[config.mk]
export PLATFORM = sky130hd
export DESIGN_NAME = afi_cmd
export DESIGN_NICKNAME = d
export VERILOG_FILES = /design/src/shared/afi_pkg.sv /design/src/hw/afi_fill.sv /design/src/hw/afi_cmd.sv
export SDC_FILE = /design/constraint.sdc
export NUM_CORES = 1
export LEC_CHECK = 0
export BUFFER_PORTS_ARGS = -buffer_cell sky130_fd_sc_hd__buf_2
export CELL_PAD_IN_SITES_DETAIL_PLACEMENT = 0
export CELL_PAD_IN_SITES_GLOBAL_PLACEMENT = 2
export CORE_MARGIN = 2
export CORE_UTILIZATION = 39
export CTS_BUF_LIST = sky130_fd_sc_hd__clkbuf_4 sky130_fd_sc_hd__clkbuf_8
export CTS_CLUSTER_SIZE = 20
export DETAILED_ROUTE_END_ITERATION = 16
export HOLD_SLACK_MARGIN = 0.15
export PLACE_DENSITY_LB_ADDON = 0.3
export SLEW_MARGIN = 40
export SYNTH_ARGS = -nofsm -noshare
export SYNTH_HDL_FRONTEND = slang
export SYNTH_SLANG_ARGS = --single-unit
[constraint.sdc]
create_clock -name pclk -period 3.39 [get_ports pclk]
set_clock_uncertainty 0.15 [all_clocks]
set_input_delay 0.339 -clock pclk [delete_from_list [all_inputs] [get_ports pclk]]
set_output_delay 0.339 -clock pclk [all_outputs]
set_load 0.02 [all_outputs]
[src/shared/afi_pkg.sv]
// Package with register map, command codes, identify constants and carrier types
package afi_pkg;

  // Task-file register indices (byte address is four times the index)
  localparam logic [3:0]  IDX_FEATURE_PARAM    = 4'h1;
  localparam logic [3:0]  IDX_SECTOR_TALLY     = 4'h2;
  localparam logic [3:0]  IDX_SECTOR_INDEX     = 4'h3;
  localparam logic [3:0]  IDX_CYLINDER_LOWER   = 4'h4;
  localparam logic [3:0]  IDX_CYLINDER_UPPER   = 4'h5;
  localparam logic [3:0]  IDX_UNIT_SELECT_HEAD = 4'h6;
  localparam logic [3:0]  IDX_COMMAND_CODE     = 4'h7;
  // Added registers: status, data port, capacity, multiple setting, fill status
  localparam logic [3:0]  IDX_STATUS           = 4'h8;
  localparam logic [3:0]  IDX_DATA_PORT        = 4'h9;
  localparam logic [3:0]  IDX_CAPACITY         = 4'hA;
  localparam logic [3:0]  IDX_MULTI_SETTING    = 4'hB;
  localparam logic [3:0]  IDX_FILL_STATUS      = 4'hC;

  // Command codes
  localparam logic [7:0]  CMD_ERASE_SECTORS    = 8'hC0;
  localparam logic [7:0]  CMD_FORMAT_TRACK     = 8'h50;
  localparam logic [7:0]  CMD_IDENTIFY         = 8'hEC;

  // Status bit positions, plus LBA_BIT of the unit select/head register
  localparam int          STAT_BUSY_BIT        = 7;
  localparam int          STAT_DRQ_BIT         = 3;
  localparam int          STAT_ERR_BIT         = 0;
  localparam int          LBA_BIT              = 6;

  // Fill pattern for format track
  localparam logic [7:0]  FORMAT_FILL_BYTE     = 8'hFF;

  // Identify block constants
  localparam logic [8:0]  ID_WORDS             = 9'h100;
  localparam logic [7:0]  SECTOR_WORDS_LAST    = 8'hFF;
  localparam logic [15:0] ID_GEN_CONFIG        = 16'h848A;
  localparam logic [15:0] ID_BYTES_PER_SECTOR  = 16'h0240;
  localparam logic [15:0] ID_BUFFER_TYPE       = 16'h0002;
  localparam logic [15:0] ID_BUFFER_SIZE       = 16'h0002;
  localparam logic [15:0] ID_ECC_BYTES         = 16'h0004;
  localparam logic [15:0] ID_MULTI_MAX         = 16'h0001;
  localparam logic [15:0] ID_DWORD_IO          = 16'h0000;
  localparam logic [15:0] ID_CAPABILITIES      = 16'h0200;
  localparam logic [15:0] ID_PIO_MODE          = 16'h0100;
  localparam logic [15:0] ID_DMA_MODE          = 16'h0000;
  localparam logic [15:0] ID_XLATE_VALID       = 16'h0001;
  localparam logic [7:0]  ID_MULTI_VALID_BYTE  = 8'h01;
  localparam logic [7:0]  ASCII_SPACE          = 8'h20;

  // Default geometry after reset (plain values)
  localparam logic [15:0] RST_CYLINDERS        = 16'h0100;
  localparam logic [15:0] RST_HEADS            = 16'h0004;
  localparam logic [15:0] RST_SECTORS_TRACK    = 16'h0020;
  localparam logic [31:0] RST_CAPACITY         = 32'h0000_8000;

  // Timing: busy within 400 ns, DRQ within 700 us of the command
  localparam int          CLK_PERIOD_NS        = 50;
  localparam int          BUSY_SET_NS          = 400;
  localparam int          DRQ_RAISE_US         = 700;
  localparam int          BUSY_SET_CYC         = BUSY_SET_NS / CLK_PERIOD_NS;
  localparam int          DRQ_RAISE_CYC        = (DRQ_RAISE_US * 1000) / CLK_PERIOD_NS;
  localparam logic [3:0]  CMD_SETUP_CYC        = 4'h4;

  // Fill engine request carrier
  typedef struct packed {
    logic [31:0] start_lba;
    logic [8:0]  count;
  } afi_fill_req_type;

  typedef enum logic [2:0] {
    ST_IDLE   = 3'b000,
    ST_SETUP  = 3'b001,
    ST_DATAIN = 3'b011,
    ST_FILL   = 3'b010,
    ST_DATAOUT= 3'b110,
    ST_ERASE  = 3'b111
  } afi_state_type;

endpackage : afi_pkg

[src/hw/afi_fill.sv]
// Sector fill engine that writes a constant byte over a run of sectors
`timescale 1ns/1ps
`default_nettype none
module afi_fill
  import afi_pkg::*;
(
  input  wire logic             pclk,
  input  wire logic             presetn,
  input  wire logic             clk_en,
  input  wire logic             start,
  input  wire afi_fill_req_type req,
  input  wire logic [7:0]       pattern,
  output logic                  busy,
  output logic                  wr_valid,
  output logic [31:0]           wr_lba,
  output logic [7:0]            wr_byte,
  output logic                  done
);

  logic [8:0]  left_reg;
  logic [7:0]  word_reg;
  logic [31:0] lba_reg;

  // One sector per 256 word slots; pattern is constant so bytes are not tracked
  always_ff @(posedge pclk or negedge presetn) begin
    if (!presetn) begin
      busy     <= 1'b0;
      left_reg <= 9'h000;
      word_reg <= 8'h00;
      wr_lba   <= 32'h0000_0000;
      lba_reg  <= 32'h0000_0000;
      wr_valid <= 1'b0;
      wr_byte  <= 8'h00;
      done     <= 1'b0;
    end else if (clk_en) begin
      done <= 1'b0;
      if (!busy) begin
        wr_valid <= 1'b0;
        if (start && req.count != 9'h000) begin
          busy     <= 1'b1;
          left_reg <= req.count;
          lba_reg  <= req.start_lba;
          word_reg <= 8'h00;
        end else if (start) begin
          done <= 1'b1;
        end
      end else begin
        wr_valid <= 1'b1;
        wr_byte  <= pattern;
        wr_lba   <= lba_reg; // Address leaves with its word, before the step
        word_reg <= word_reg + 8'h01;
        if (word_reg == SECTOR_WORDS_LAST) begin
          lba_reg  <= lba_reg + 32'h0000_0001;
          left_reg <= left_reg - 9'h001;
          if (left_reg == 9'h001) begin
            busy <= 1'b0;
            done <= 1'b1;
          end
        end
      end
    end
  end

endmodule : afi_fill
`default_nettype wire

[src/hw/afi_cmd.sv]
// Task-file command interpreter for erase, format track and identify drive
//
// Overview of operation
// - Accept erase sectors C0H for compatibility
// - Format track fills addressed track with FFh
// - Format track takes one sector, discards it
// - LBA format count from sector tally, 0=256
// - Identify returns block like read sector
// - Reserved identify bits and words read zero
// - Word 0 holds 848AH
// - Word 5 holds 0240H
// - Words 7-8 total sectors, MSW first
// - Capacity is first invalid LBA
// - Serial words right justified, space padded
// - Word 20 holds 0002H
// - Word 21 holds 0002H buffer size
// - Word 22 holds 0004H ECC bytes
// - Words 23-26 firmware ASCII, big-endian
// - Words 27-46 model, left justified, spaces
// - Word 47 holds 0001H
// - Word 48 holds 0000H
// - Word 49 holds 0200H
// - Word 51 0100H, word 52 zero
// - Words 57-58 capacity, LSW first
// - Word 59 is 01h plus setting
// - Format DRQ within 700 us, busy clears
// - Busy within 400 ns of command
`timescale 1ns/1ps
`default_nettype none
module afi_cmd
  import afi_pkg::*;
#(
  parameter logic [15:0] SERIAL_TAIL = 16'h3031, // Arbitrary serial digits
  parameter logic [15:0] FW_REV      = 16'h3130, // Arbitrary revision text
  parameter logic [15:0] MODEL_HEAD  = 16'h4344  // Arbitrary model text
)
(
  input  wire logic        pclk,
  input  wire logic        presetn,
  input  wire logic        clk_en,
  input  wire logic        psel,
  input  wire logic        penable,
  input  wire logic        pwrite,
  input  wire logic [31:0] paddr,
  input  wire logic [31:0] pwdata,
  output logic             pready,
  output logic [31:0]      prdata,
  output logic             pslverr,
  output logic             busy_out,
  output logic             drq_out,
  output logic             media_wr_valid,
  output logic [31:0]      media_wr_lba,
  output logic [7:0]       media_wr_byte,
  output logic             media_erase_pulse
);

  // Task-file registers
  logic [7:0]       feature_param_reg;
  logic [7:0]       sector_tally_reg;
  logic [7:0]       sector_index_reg;
  logic [7:0]       cylinder_lower_reg;
  logic [7:0]       cylinder_upper_reg;
  logic [7:0]       unit_select_head_reg;
  logic [7:0]       command_reg;
  logic [31:0]      capacity_reg;
  logic [7:0]       multi_setting_reg;

  // Sequencer and fill hand-off
  logic             err_reg;
  afi_state_type    state_reg;
  logic [8:0]       word_cnt_reg;
  logic [3:0]       setup_cnt_reg;
  logic             fill_start_reg;
  afi_fill_req_type fill_req;
  logic             fill_busy;
  logic             fill_done;

  // Bus decode
  logic [15:0]      id_word;
  logic [3:0]       reg_idx;
  logic             access;
  logic             cmd_write;
  logic             data_read;
  logic             data_write;
  logic [31:0]      rd_next;
  logic             addr_ok;
  logic [27:0]      lba_addr;

  // A request is taken in its wait state, while pready is low, so a held
  // access is taken again every second cycle while the master keeps it up
  assign reg_idx    = paddr[5:2];
  assign access     = psel && penable;
  assign addr_ok    = (paddr[31:6] == 26'h0) && (paddr[1:0] == 2'b00)
                      && (reg_idx >= IDX_FEATURE_PARAM) && (reg_idx <= IDX_FILL_STATUS);
  assign cmd_write  = access && pwrite && addr_ok && reg_idx == IDX_COMMAND_CODE
                      && !pready && state_reg == ST_IDLE;
  // Data-port strobes; the sequencer decides whether they count
  assign data_read  = access && !pwrite && addr_ok && reg_idx == IDX_DATA_PORT && !pready;
  assign data_write = access && pwrite && addr_ok && reg_idx == IDX_DATA_PORT && !pready;

  // Block address: head nibble, cylinder bytes, sector index
  assign lba_addr   = {unit_select_head_reg[3:0], cylinder_upper_reg,
                       cylinder_lower_reg, sector_index_reg};

  // APB answer: one wait state, then pready for one cycle
  // Read data and the error flag stand only while pready is high
  always_ff @(posedge pclk or negedge presetn) begin
    if (!presetn) begin
      pready  <= 1'b0;
      pslverr <= 1'b0;
      prdata  <= 32'h0000_0000;
    end else if (clk_en) begin
      pready  <= access && !pready;
      pslverr <= access && !pready && !addr_ok;
      prdata  <= (access && !pready && !pwrite) ? rd_next : 32'h0000_0000;
    end
  end

  // Task-file parameter registers
  // Capacity is writable so a smaller card can be modelled
  always_ff @(posedge pclk or negedge presetn) begin
    if (!presetn) begin
      feature_param_reg    <= 8'h00;
      sector_tally_reg     <= 8'h00;
      sector_index_reg     <= 8'h00;
      cylinder_lower_reg   <= 8'h00;
      cylinder_upper_reg   <= 8'h00;
      unit_select_head_reg <= 8'h00;
      capacity_reg         <= RST_CAPACITY;
      multi_setting_reg    <= 8'h00;
    end else if (clk_en && access && pwrite && addr_ok && !pready && state_reg == ST_IDLE) begin
      case (reg_idx)
        IDX_FEATURE_PARAM:    feature_param_reg    <= pwdata[7:0];
        IDX_SECTOR_TALLY:     sector_tally_reg     <= pwdata[7:0];
        IDX_SECTOR_INDEX:     sector_index_reg     <= pwdata[7:0];
        IDX_CYLINDER_LOWER:   cylinder_lower_reg   <= pwdata[7:0];
        IDX_CYLINDER_UPPER:   cylinder_upper_reg   <= pwdata[7:0];
        IDX_UNIT_SELECT_HEAD: unit_select_head_reg <= pwdata[7:0];
        IDX_CAPACITY:         capacity_reg         <= pwdata;
        // Only 00h and 01h are legal settings; others fold to bit 0
        IDX_MULTI_SETTING:    multi_setting_reg    <= {7'h00, pwdata[0]};
        default: ;
      endcase
    end
  end

  // Register read mux; the command register is write only
  // The data port reads zero outside an identify, never a stale word
  always_comb begin
    rd_next = 32'h0000_0000;
    case (reg_idx)
      IDX_FEATURE_PARAM:    rd_next = {24'h0, feature_param_reg};
      IDX_SECTOR_TALLY:     rd_next = {24'h0, sector_tally_reg};
      IDX_SECTOR_INDEX:     rd_next = {24'h0, sector_index_reg};
      IDX_CYLINDER_LOWER:   rd_next = {24'h0, cylinder_lower_reg};
      IDX_CYLINDER_UPPER:   rd_next = {24'h0, cylinder_upper_reg};
      IDX_UNIT_SELECT_HEAD: rd_next = {24'h0, unit_select_head_reg};
      IDX_STATUS:           rd_next = {24'h0, busy_out, 3'b000, drq_out, 2'b00, err_reg};
      IDX_DATA_PORT:        rd_next = (state_reg == ST_DATAOUT) ? {16'h0, id_word} : 32'h0;
      IDX_CAPACITY:         rd_next = capacity_reg;
      IDX_MULTI_SETTING:    rd_next = {24'h0, multi_setting_reg};
      IDX_FILL_STATUS:      rd_next = {31'h0, fill_busy};
      default:              rd_next = 32'h0000_0000;
    endcase
  end

  // Identify block word generator; anything not listed or space padded reads zero
  // Geometry words echo the fixed reset geometry; there is no translation
  // Only the low byte of the counter addresses a word
  always_comb begin
    id_word = 16'h0000;
    case (word_cnt_reg[7:0])
      8'd0:  id_word = ID_GEN_CONFIG;
      8'd1:  id_word = RST_CYLINDERS;
      8'd3:  id_word = RST_HEADS;
      8'd5:  id_word = ID_BYTES_PER_SECTOR;
      8'd6:  id_word = RST_SECTORS_TRACK;
      8'd7:  id_word = capacity_reg[31:16];
      8'd8:  id_word = capacity_reg[15:0];
      8'd19: id_word = SERIAL_TAIL;
      8'd20: id_word = ID_BUFFER_TYPE;
      8'd21: id_word = ID_BUFFER_SIZE;
      8'd22: id_word = ID_ECC_BYTES;
      8'd23: id_word = FW_REV;
      8'd27: id_word = MODEL_HEAD;
      8'd47: id_word = ID_MULTI_MAX;
      8'd48: id_word = ID_DWORD_IO;
      8'd49: id_word = ID_CAPABILITIES;
      8'd51: id_word = ID_PIO_MODE;
      8'd52: id_word = ID_DMA_MODE;
      8'd53: id_word = ID_XLATE_VALID;
      8'd54: id_word = RST_CYLINDERS;
      8'd55: id_word = RST_HEADS;
      8'd56: id_word = RST_SECTORS_TRACK;
      8'd57: id_word = capacity_reg[15:0];
      8'd58: id_word = capacity_reg[31:16];
      8'd59: id_word = {ID_MULTI_VALID_BYTE, multi_setting_reg};
      8'd60: id_word = capacity_reg[15:0];
      8'd61: id_word = capacity_reg[31:16];
      default: begin
        // Padding with spaces: serial leads, firmware and model trail
        if (word_cnt_reg[7:0] >= 8'd10 && word_cnt_reg[7:0] <= 8'd18) begin
          id_word = {ASCII_SPACE, ASCII_SPACE};
        end else if (word_cnt_reg[7:0] >= 8'd24 && word_cnt_reg[7:0] <= 8'd46) begin
          id_word = {ASCII_SPACE, ASCII_SPACE};
        end
      end
    endcase
  end

  // Command sequencer; busy is raised the cycle after the code is written
  // Every exit from a busy state drops busy, so a refused command never hangs
  always_ff @(posedge pclk or negedge presetn) begin
    if (!presetn) begin
      state_reg      <= ST_IDLE;
      busy_out       <= 1'b0;
      drq_out        <= 1'b0;
      err_reg        <= 1'b0;
      command_reg    <= 8'h00;
      word_cnt_reg   <= 9'h000;
      setup_cnt_reg  <= 4'h0;
      fill_start_reg <= 1'b0;
      fill_req       <= '0;
      media_erase_pulse <= 1'b0;
    end else if (clk_en) begin
      fill_start_reg    <= 1'b0;
      media_erase_pulse <= 1'b0;
      case (state_reg)
        ST_IDLE: begin
          // A code written while busy is dropped; the host polls first
          if (cmd_write) begin
            command_reg   <= pwdata[7:0];
            busy_out      <= 1'b1;
            err_reg       <= 1'b0;
            setup_cnt_reg <= CMD_SETUP_CYC;
            word_cnt_reg  <= 9'h000;
            state_reg     <= ST_SETUP;
          end
        end

        ST_SETUP: begin
          // Short buffer setup, far inside the 700 us window
          setup_cnt_reg <= setup_cnt_reg - 4'h1;
          if (setup_cnt_reg == 4'h1) begin
            case (command_reg)
              CMD_FORMAT_TRACK: begin
                drq_out   <= 1'b1;
                busy_out  <= 1'b0;
                state_reg <= ST_DATAIN;
              end
              CMD_IDENTIFY: begin
                drq_out   <= 1'b1;
                busy_out  <= 1'b0;
                state_reg <= ST_DATAOUT;
              end
              CMD_ERASE_SECTORS: begin
                if ({4'h0, lba_addr} >= capacity_reg) begin
                  // Out of range: flagged, nothing reaches the media
                  err_reg   <= 1'b1;
                  busy_out  <= 1'b0;
                  state_reg <= ST_IDLE;
                end else begin
                  // Erase kept only for old hosts; media engine does the work
                  media_erase_pulse <= 1'b1;
                  busy_out  <= 1'b0;
                  state_reg <= ST_IDLE;
                end
              end
              default: begin
                // Other commands belong elsewhere and are refused
                err_reg   <= 1'b1;
                busy_out  <= 1'b0;
                state_reg <= ST_IDLE;
              end
            endcase
          end
        end

        ST_DATAIN: begin
          // Host sector is counted and dropped, never stored
          if (data_write) begin
            word_cnt_reg <= word_cnt_reg + 9'h001;
            if (word_cnt_reg == ID_WORDS - 9'h001) begin
              drq_out   <= 1'b0;
              busy_out  <= 1'b1;
              if (unit_select_head_reg[LBA_BIT]) begin
                // LBA mode starts at the block and runs for the tally
                fill_req.start_lba <= {4'h0, lba_addr};
                fill_req.count <= (sector_tally_reg == 8'h00) ? 9'h100
                                  : {1'b0, sector_tally_reg};
              end else begin
                // CHS mode refills the whole track from sector zero
                fill_req.start_lba <= {4'h0, lba_addr[27:8], 8'h00};
                fill_req.count     <= {1'b0, RST_SECTORS_TRACK[7:0]};
              end
              fill_start_reg <= 1'b1;
              state_reg <= ST_FILL;
            end
          end
        end

        ST_FILL: begin
          // Busy stays up for the whole fill; status polling sees it
          if (fill_done) begin
            busy_out  <= 1'b0;
            state_reg <= ST_IDLE;
          end
        end

        ST_DATAOUT: begin
          // The word counter is also the identify word address
          if (data_read) begin
            word_cnt_reg <= word_cnt_reg + 9'h001;
            if (word_cnt_reg == ID_WORDS - 9'h001) begin
              drq_out   <= 1'b0;
              state_reg <= ST_IDLE;
            end
          end
        end

        default: state_reg <= ST_IDLE;
      endcase
    end
  end

  // Fill engine writes FFh over the selected sectors
  // It shares the clock enable, so a freeze stalls the fill as well
  afi_fill u_fill (
    .pclk     (pclk),
    .presetn  (presetn),
    .clk_en   (clk_en),
    .start    (fill_start_reg),
    .req      (fill_req),
    .pattern  (FORMAT_FILL_BYTE),
    .busy     (fill_busy),
    .wr_valid (media_wr_valid),
    .wr_lba   (media_wr_lba),
    .wr_byte  (media_wr_byte),
    .done     (fill_done)
  );

endmodule : afi_cmd
`default_nettype wire

==> results.cfg <==
[power]
clockPowerShare_pct = 48.4
pwr-share-seq_pct = 48.0
intPower_w = 0.00515
sw_frac_of_total_pct = 22.6
peakVddDrop_mv = 0.279
p_per_area_nw_per_um2 = 409
leakagePower_nw = 7.81
switchingPower_w = 0.00150
power_w = 0.00665
comb_power_share_pct = 3.6

[synth]
ys_seq_area_share_pct = 49.4
syn_area_per_cell_um2 = 9.63
synth_fp_nets = 1507
synth_cells = 1398
synth_flop_cell = dfrtp_1
ys.warnings.count = 0
synth-edff-count = 0
synth-async-reset-ratio_pct = 100
synth_top_area_share_pct = 49.2
synth_area_leaders = dfrtp_1 49%, nand2_1 7.8%, mux2_2 5.2%
ys_types = 76
yosys.area.top_type = dfrtp_1
mappedNetlistArea_um2 = 13500
ys_ff_latch = 266

[die]
io_pins = 148
die_x_um = 190
rows = 68
initial_core_util_pct = 39.3
core-area_um2 = 34300
die_h_um = 190
die-area_um2 = 36000

[global_routing]
grt_max_degree = 97
grt_pass1_vias = 10900
grt_remaining_overflow = 0
track_usage_pct = 21.6
antenna_found_initial = 0
grt_pass1_wl_um = 61900

[timing]
min_period_ps = 3090
max_freq_mhz = 323
final.setup.tns_ps = 0
slew_viol_final = 0
final_hold_viol_count = 0
setup_slack_ps = 295
setup_viol = 0
fin_crit_sh_pct = 91.3
tightest_slew_ps = 775
maxSlewHeadroom_pct = 48.3
rsz0062_at_grt = false
whs_ps = 279

[route]
vias = 11300
routed-wl-met3_um = 1910
wl_met1_um = 17900
wirelength_um = 38700
final_antenna_net_count = 0
drtIter0Drc = 854
top_layer = met4
met2_length_um = 18000
first_pass_iters = 5
wl_per_cell_um = 18.6
drcViolationCount = 0
routed_via_density = 5.41

[worst_setup_path]
regToRegEndpoint = state_reg[2]
r2r_start = word_cnt_reg[2]
start_kind = primary input
cp_data_arrival_time_ps = 3400
crit_chain = dlygate4sd3_1 > buf_2 > nor4_1 > dlygate4sd3_1 > nand2_1 > nor3_2 > and3_1 > nand2_1 > buf_4 > mux2_1
cp.required_ps = 3690
ff2ff_path_depth = 9
rrSetupSlack_ps = 440
crit_path_end_kind = register
crit_slowest_cell = dlygate4sd3_1
crit_type = primary input to register
crit_fanout = 32
slowest_delay_ps = 580

[place]
pre_cts_slack_ps = 437
dp_hpwl_um = 27500
placement.io_buffers = 147
gp_congestion = 0.926

[finish]
syn_to_final_growth_pct = 20.6
drive_above_1_share_pct = 21.8
num_antenna_cells = 0
largest_register_ffs = 37
nNetsFinal = 1702
top_register = fill_req

[worst_hold_path]
min_to = busy_out
hold_path_class = primary input to register
min_from = psel
whs_path_depth = 7

[clock_network]
postCtsSetupBuffers = 0
tritoncts = done
cts_max_path_buffers = 3
htreeDepth = 2
cts_num_sinks = 266
cts_buffers = 47
path_clk_slew_ps = 60
clock_latency_ps = 570
cts_root_buffer = clkbuf_8

[status]
outcome = completed

[run]
drv_cap = 0
-- synth_stat cells, types with 5 or more instances --
| library cell | number |
|---|---|
| nor4_1 | 20 |
| or3_1 | 14 |
| mux2_2 | 62 |
| mux2_1 | 32 |
| nor3b_1 | 9 |
| buf_2 | 16 |
| dfrtp_1 | 265 |
| a221o_1 | 23 |
| o31ai_1 | 5 |
| a221oi_1 | 6 |
| nand2b_1 | 8 |
| a21o_1 | 5 |
| a222oi_1 | 7 |
| nand2_1 | 281 |
| nor2_1 | 63 |
| a22o_1 | 18 |
| and3_1 | 8 |
| clkbuf_1 | 53 |
| nand4_1 | 16 |
| nor2b_1 | 10 |
| ha_1 | 39 |
| o22ai_1 | 23 |
| a22oi_1 | 17 |
| inv_1 | 48 |
| o21ai_1 | 20 |
| buf_4 | 8 |
| nand3_1 | 49 |
| a21oi_1 | 86 |
| a31oi_1 | 18 |
| o211ai_1 | 5 |
| o21ai_0 | 49 |
| nor3_1 | 30 |
-- cell families (layout without fill, tap and decap cells) --
kind of cell / after synthesis / count (layout) / share of synthesized area [%]
and+or+nand+nor: 546 / 546 / 19.1
adders and majority gates: 40 / 40 / 3.71
DFF: 266 / 266 / 49.4
AOI/OAI and AO/OA: 314 / 314 / 15.3
xor gates and xnor gates: 6 / 6 / 0.390
muxes: 97 / 97 / 8.08
buffers and inverters: 129 / 360 / 4.02
-- cell type report --
| class | instances | area, um^2 |
|---|---|---|
| sequential | 266 | 6660 |
| timing repair buffer | 226 | 1500 |
| fill | 3312 | 18000 |
| multi-input combinational | 1003 | 6300 |
| tap | 455 | 569 |
| clock buffer | 78 | 967 |
| inverter | 49 | 184 |
| clock inverter | 7 | 66.3 |
-- metrics by stage --
| step | instance area, um^2 | util, % | std cells |
|---|---|---|---|
| floorplan | 13500 | - | 1398 |
| global placement | 14800 | 43.0 | 1957 |
| detailed placement | 14800 | 43.0 | 1957 |
| CTS | 16200 | 47.2 | 2082 |
| global route | 16200 | 47.4 | 2084 |
| finish | 16200 | 47.4 | 2084 |
-- cell usage in the layout (no fill, tap or decap), types with 14 or more instances in the layout --
master and n:
nand2_1 281, dfrtp_1 264, buf_2 146, a21oi_1 85
nor2_1 62, mux2_2 62, clkbuf_8 61, o21ai_0 49
inv_1 48, nand3_1 47, dlygate4sd3_1 41, ha_1 39
buf_4 34, mux2_1 32, nor3_1 29, o22ai_1 23
a221o_1 23, nor4_1 20, o21ai_1 20, a31oi_1 18
a22o_1 18, a22oi_1 17, clkbuf_4 17, nand4_1 16
or3_1 14
-- worst max-delay path, delay by kind of cell --
kind	cells	cell delay, ps
buffers and inverters	4	1520
muxes	1	370
and+or+nand+nor	5	1130
-- what timing repair did --
| item | in CTS | in global routing |
|---|---|---|
| hold endpoints to repair | 188 | 23 |
| hold buffers | 40 | 1 |
| gates resized for setup | 0 | 1 |
| endpoints found under the setup margin | 0 | 1 |
-- how the worst max path moves through the flow --
stage | from | end | slack, ps | cells past startpoint
floorplan | word_cnt_reg[0] | state_reg[2] | 770 | 11
global placement | word_cnt_reg[2] | prdata[13] | 470 | 8
detailed placement | paddr[19] | word_cnt_reg[7] | 440 | 8
CTS | paddr[16] | word_cnt_reg[7] | 240 | 10
global route | paddr[16] | capacity_reg[24] | 130 | 10
finish | paddr[16] | capacity_reg[12] | 300 | 10
-- routing by layer --
layer / GRT usage (%) / vias up
li1: - / 5446
met1: 29.8 / 5478
met2: 35.0 / 286
met3: 3.58 / 69
met4: 6.80 / 0
met5: 0 / -
-- power by group through the flow --
stage                     Sequential, W  Clock [W]  Combinational (W)
after detailed placement        0.00324          0           0.000207
final                           0.00319    0.00322           0.000241
after CTS                       0.00319    0.00330           0.000241
after floorplan                 0.00325          0          0.0000488
after global routing            0.00319    0.00344           0.000269
after global placement          0.00324          0           0.000206
No activity file was read; power rests on OpenSTA's default activity.
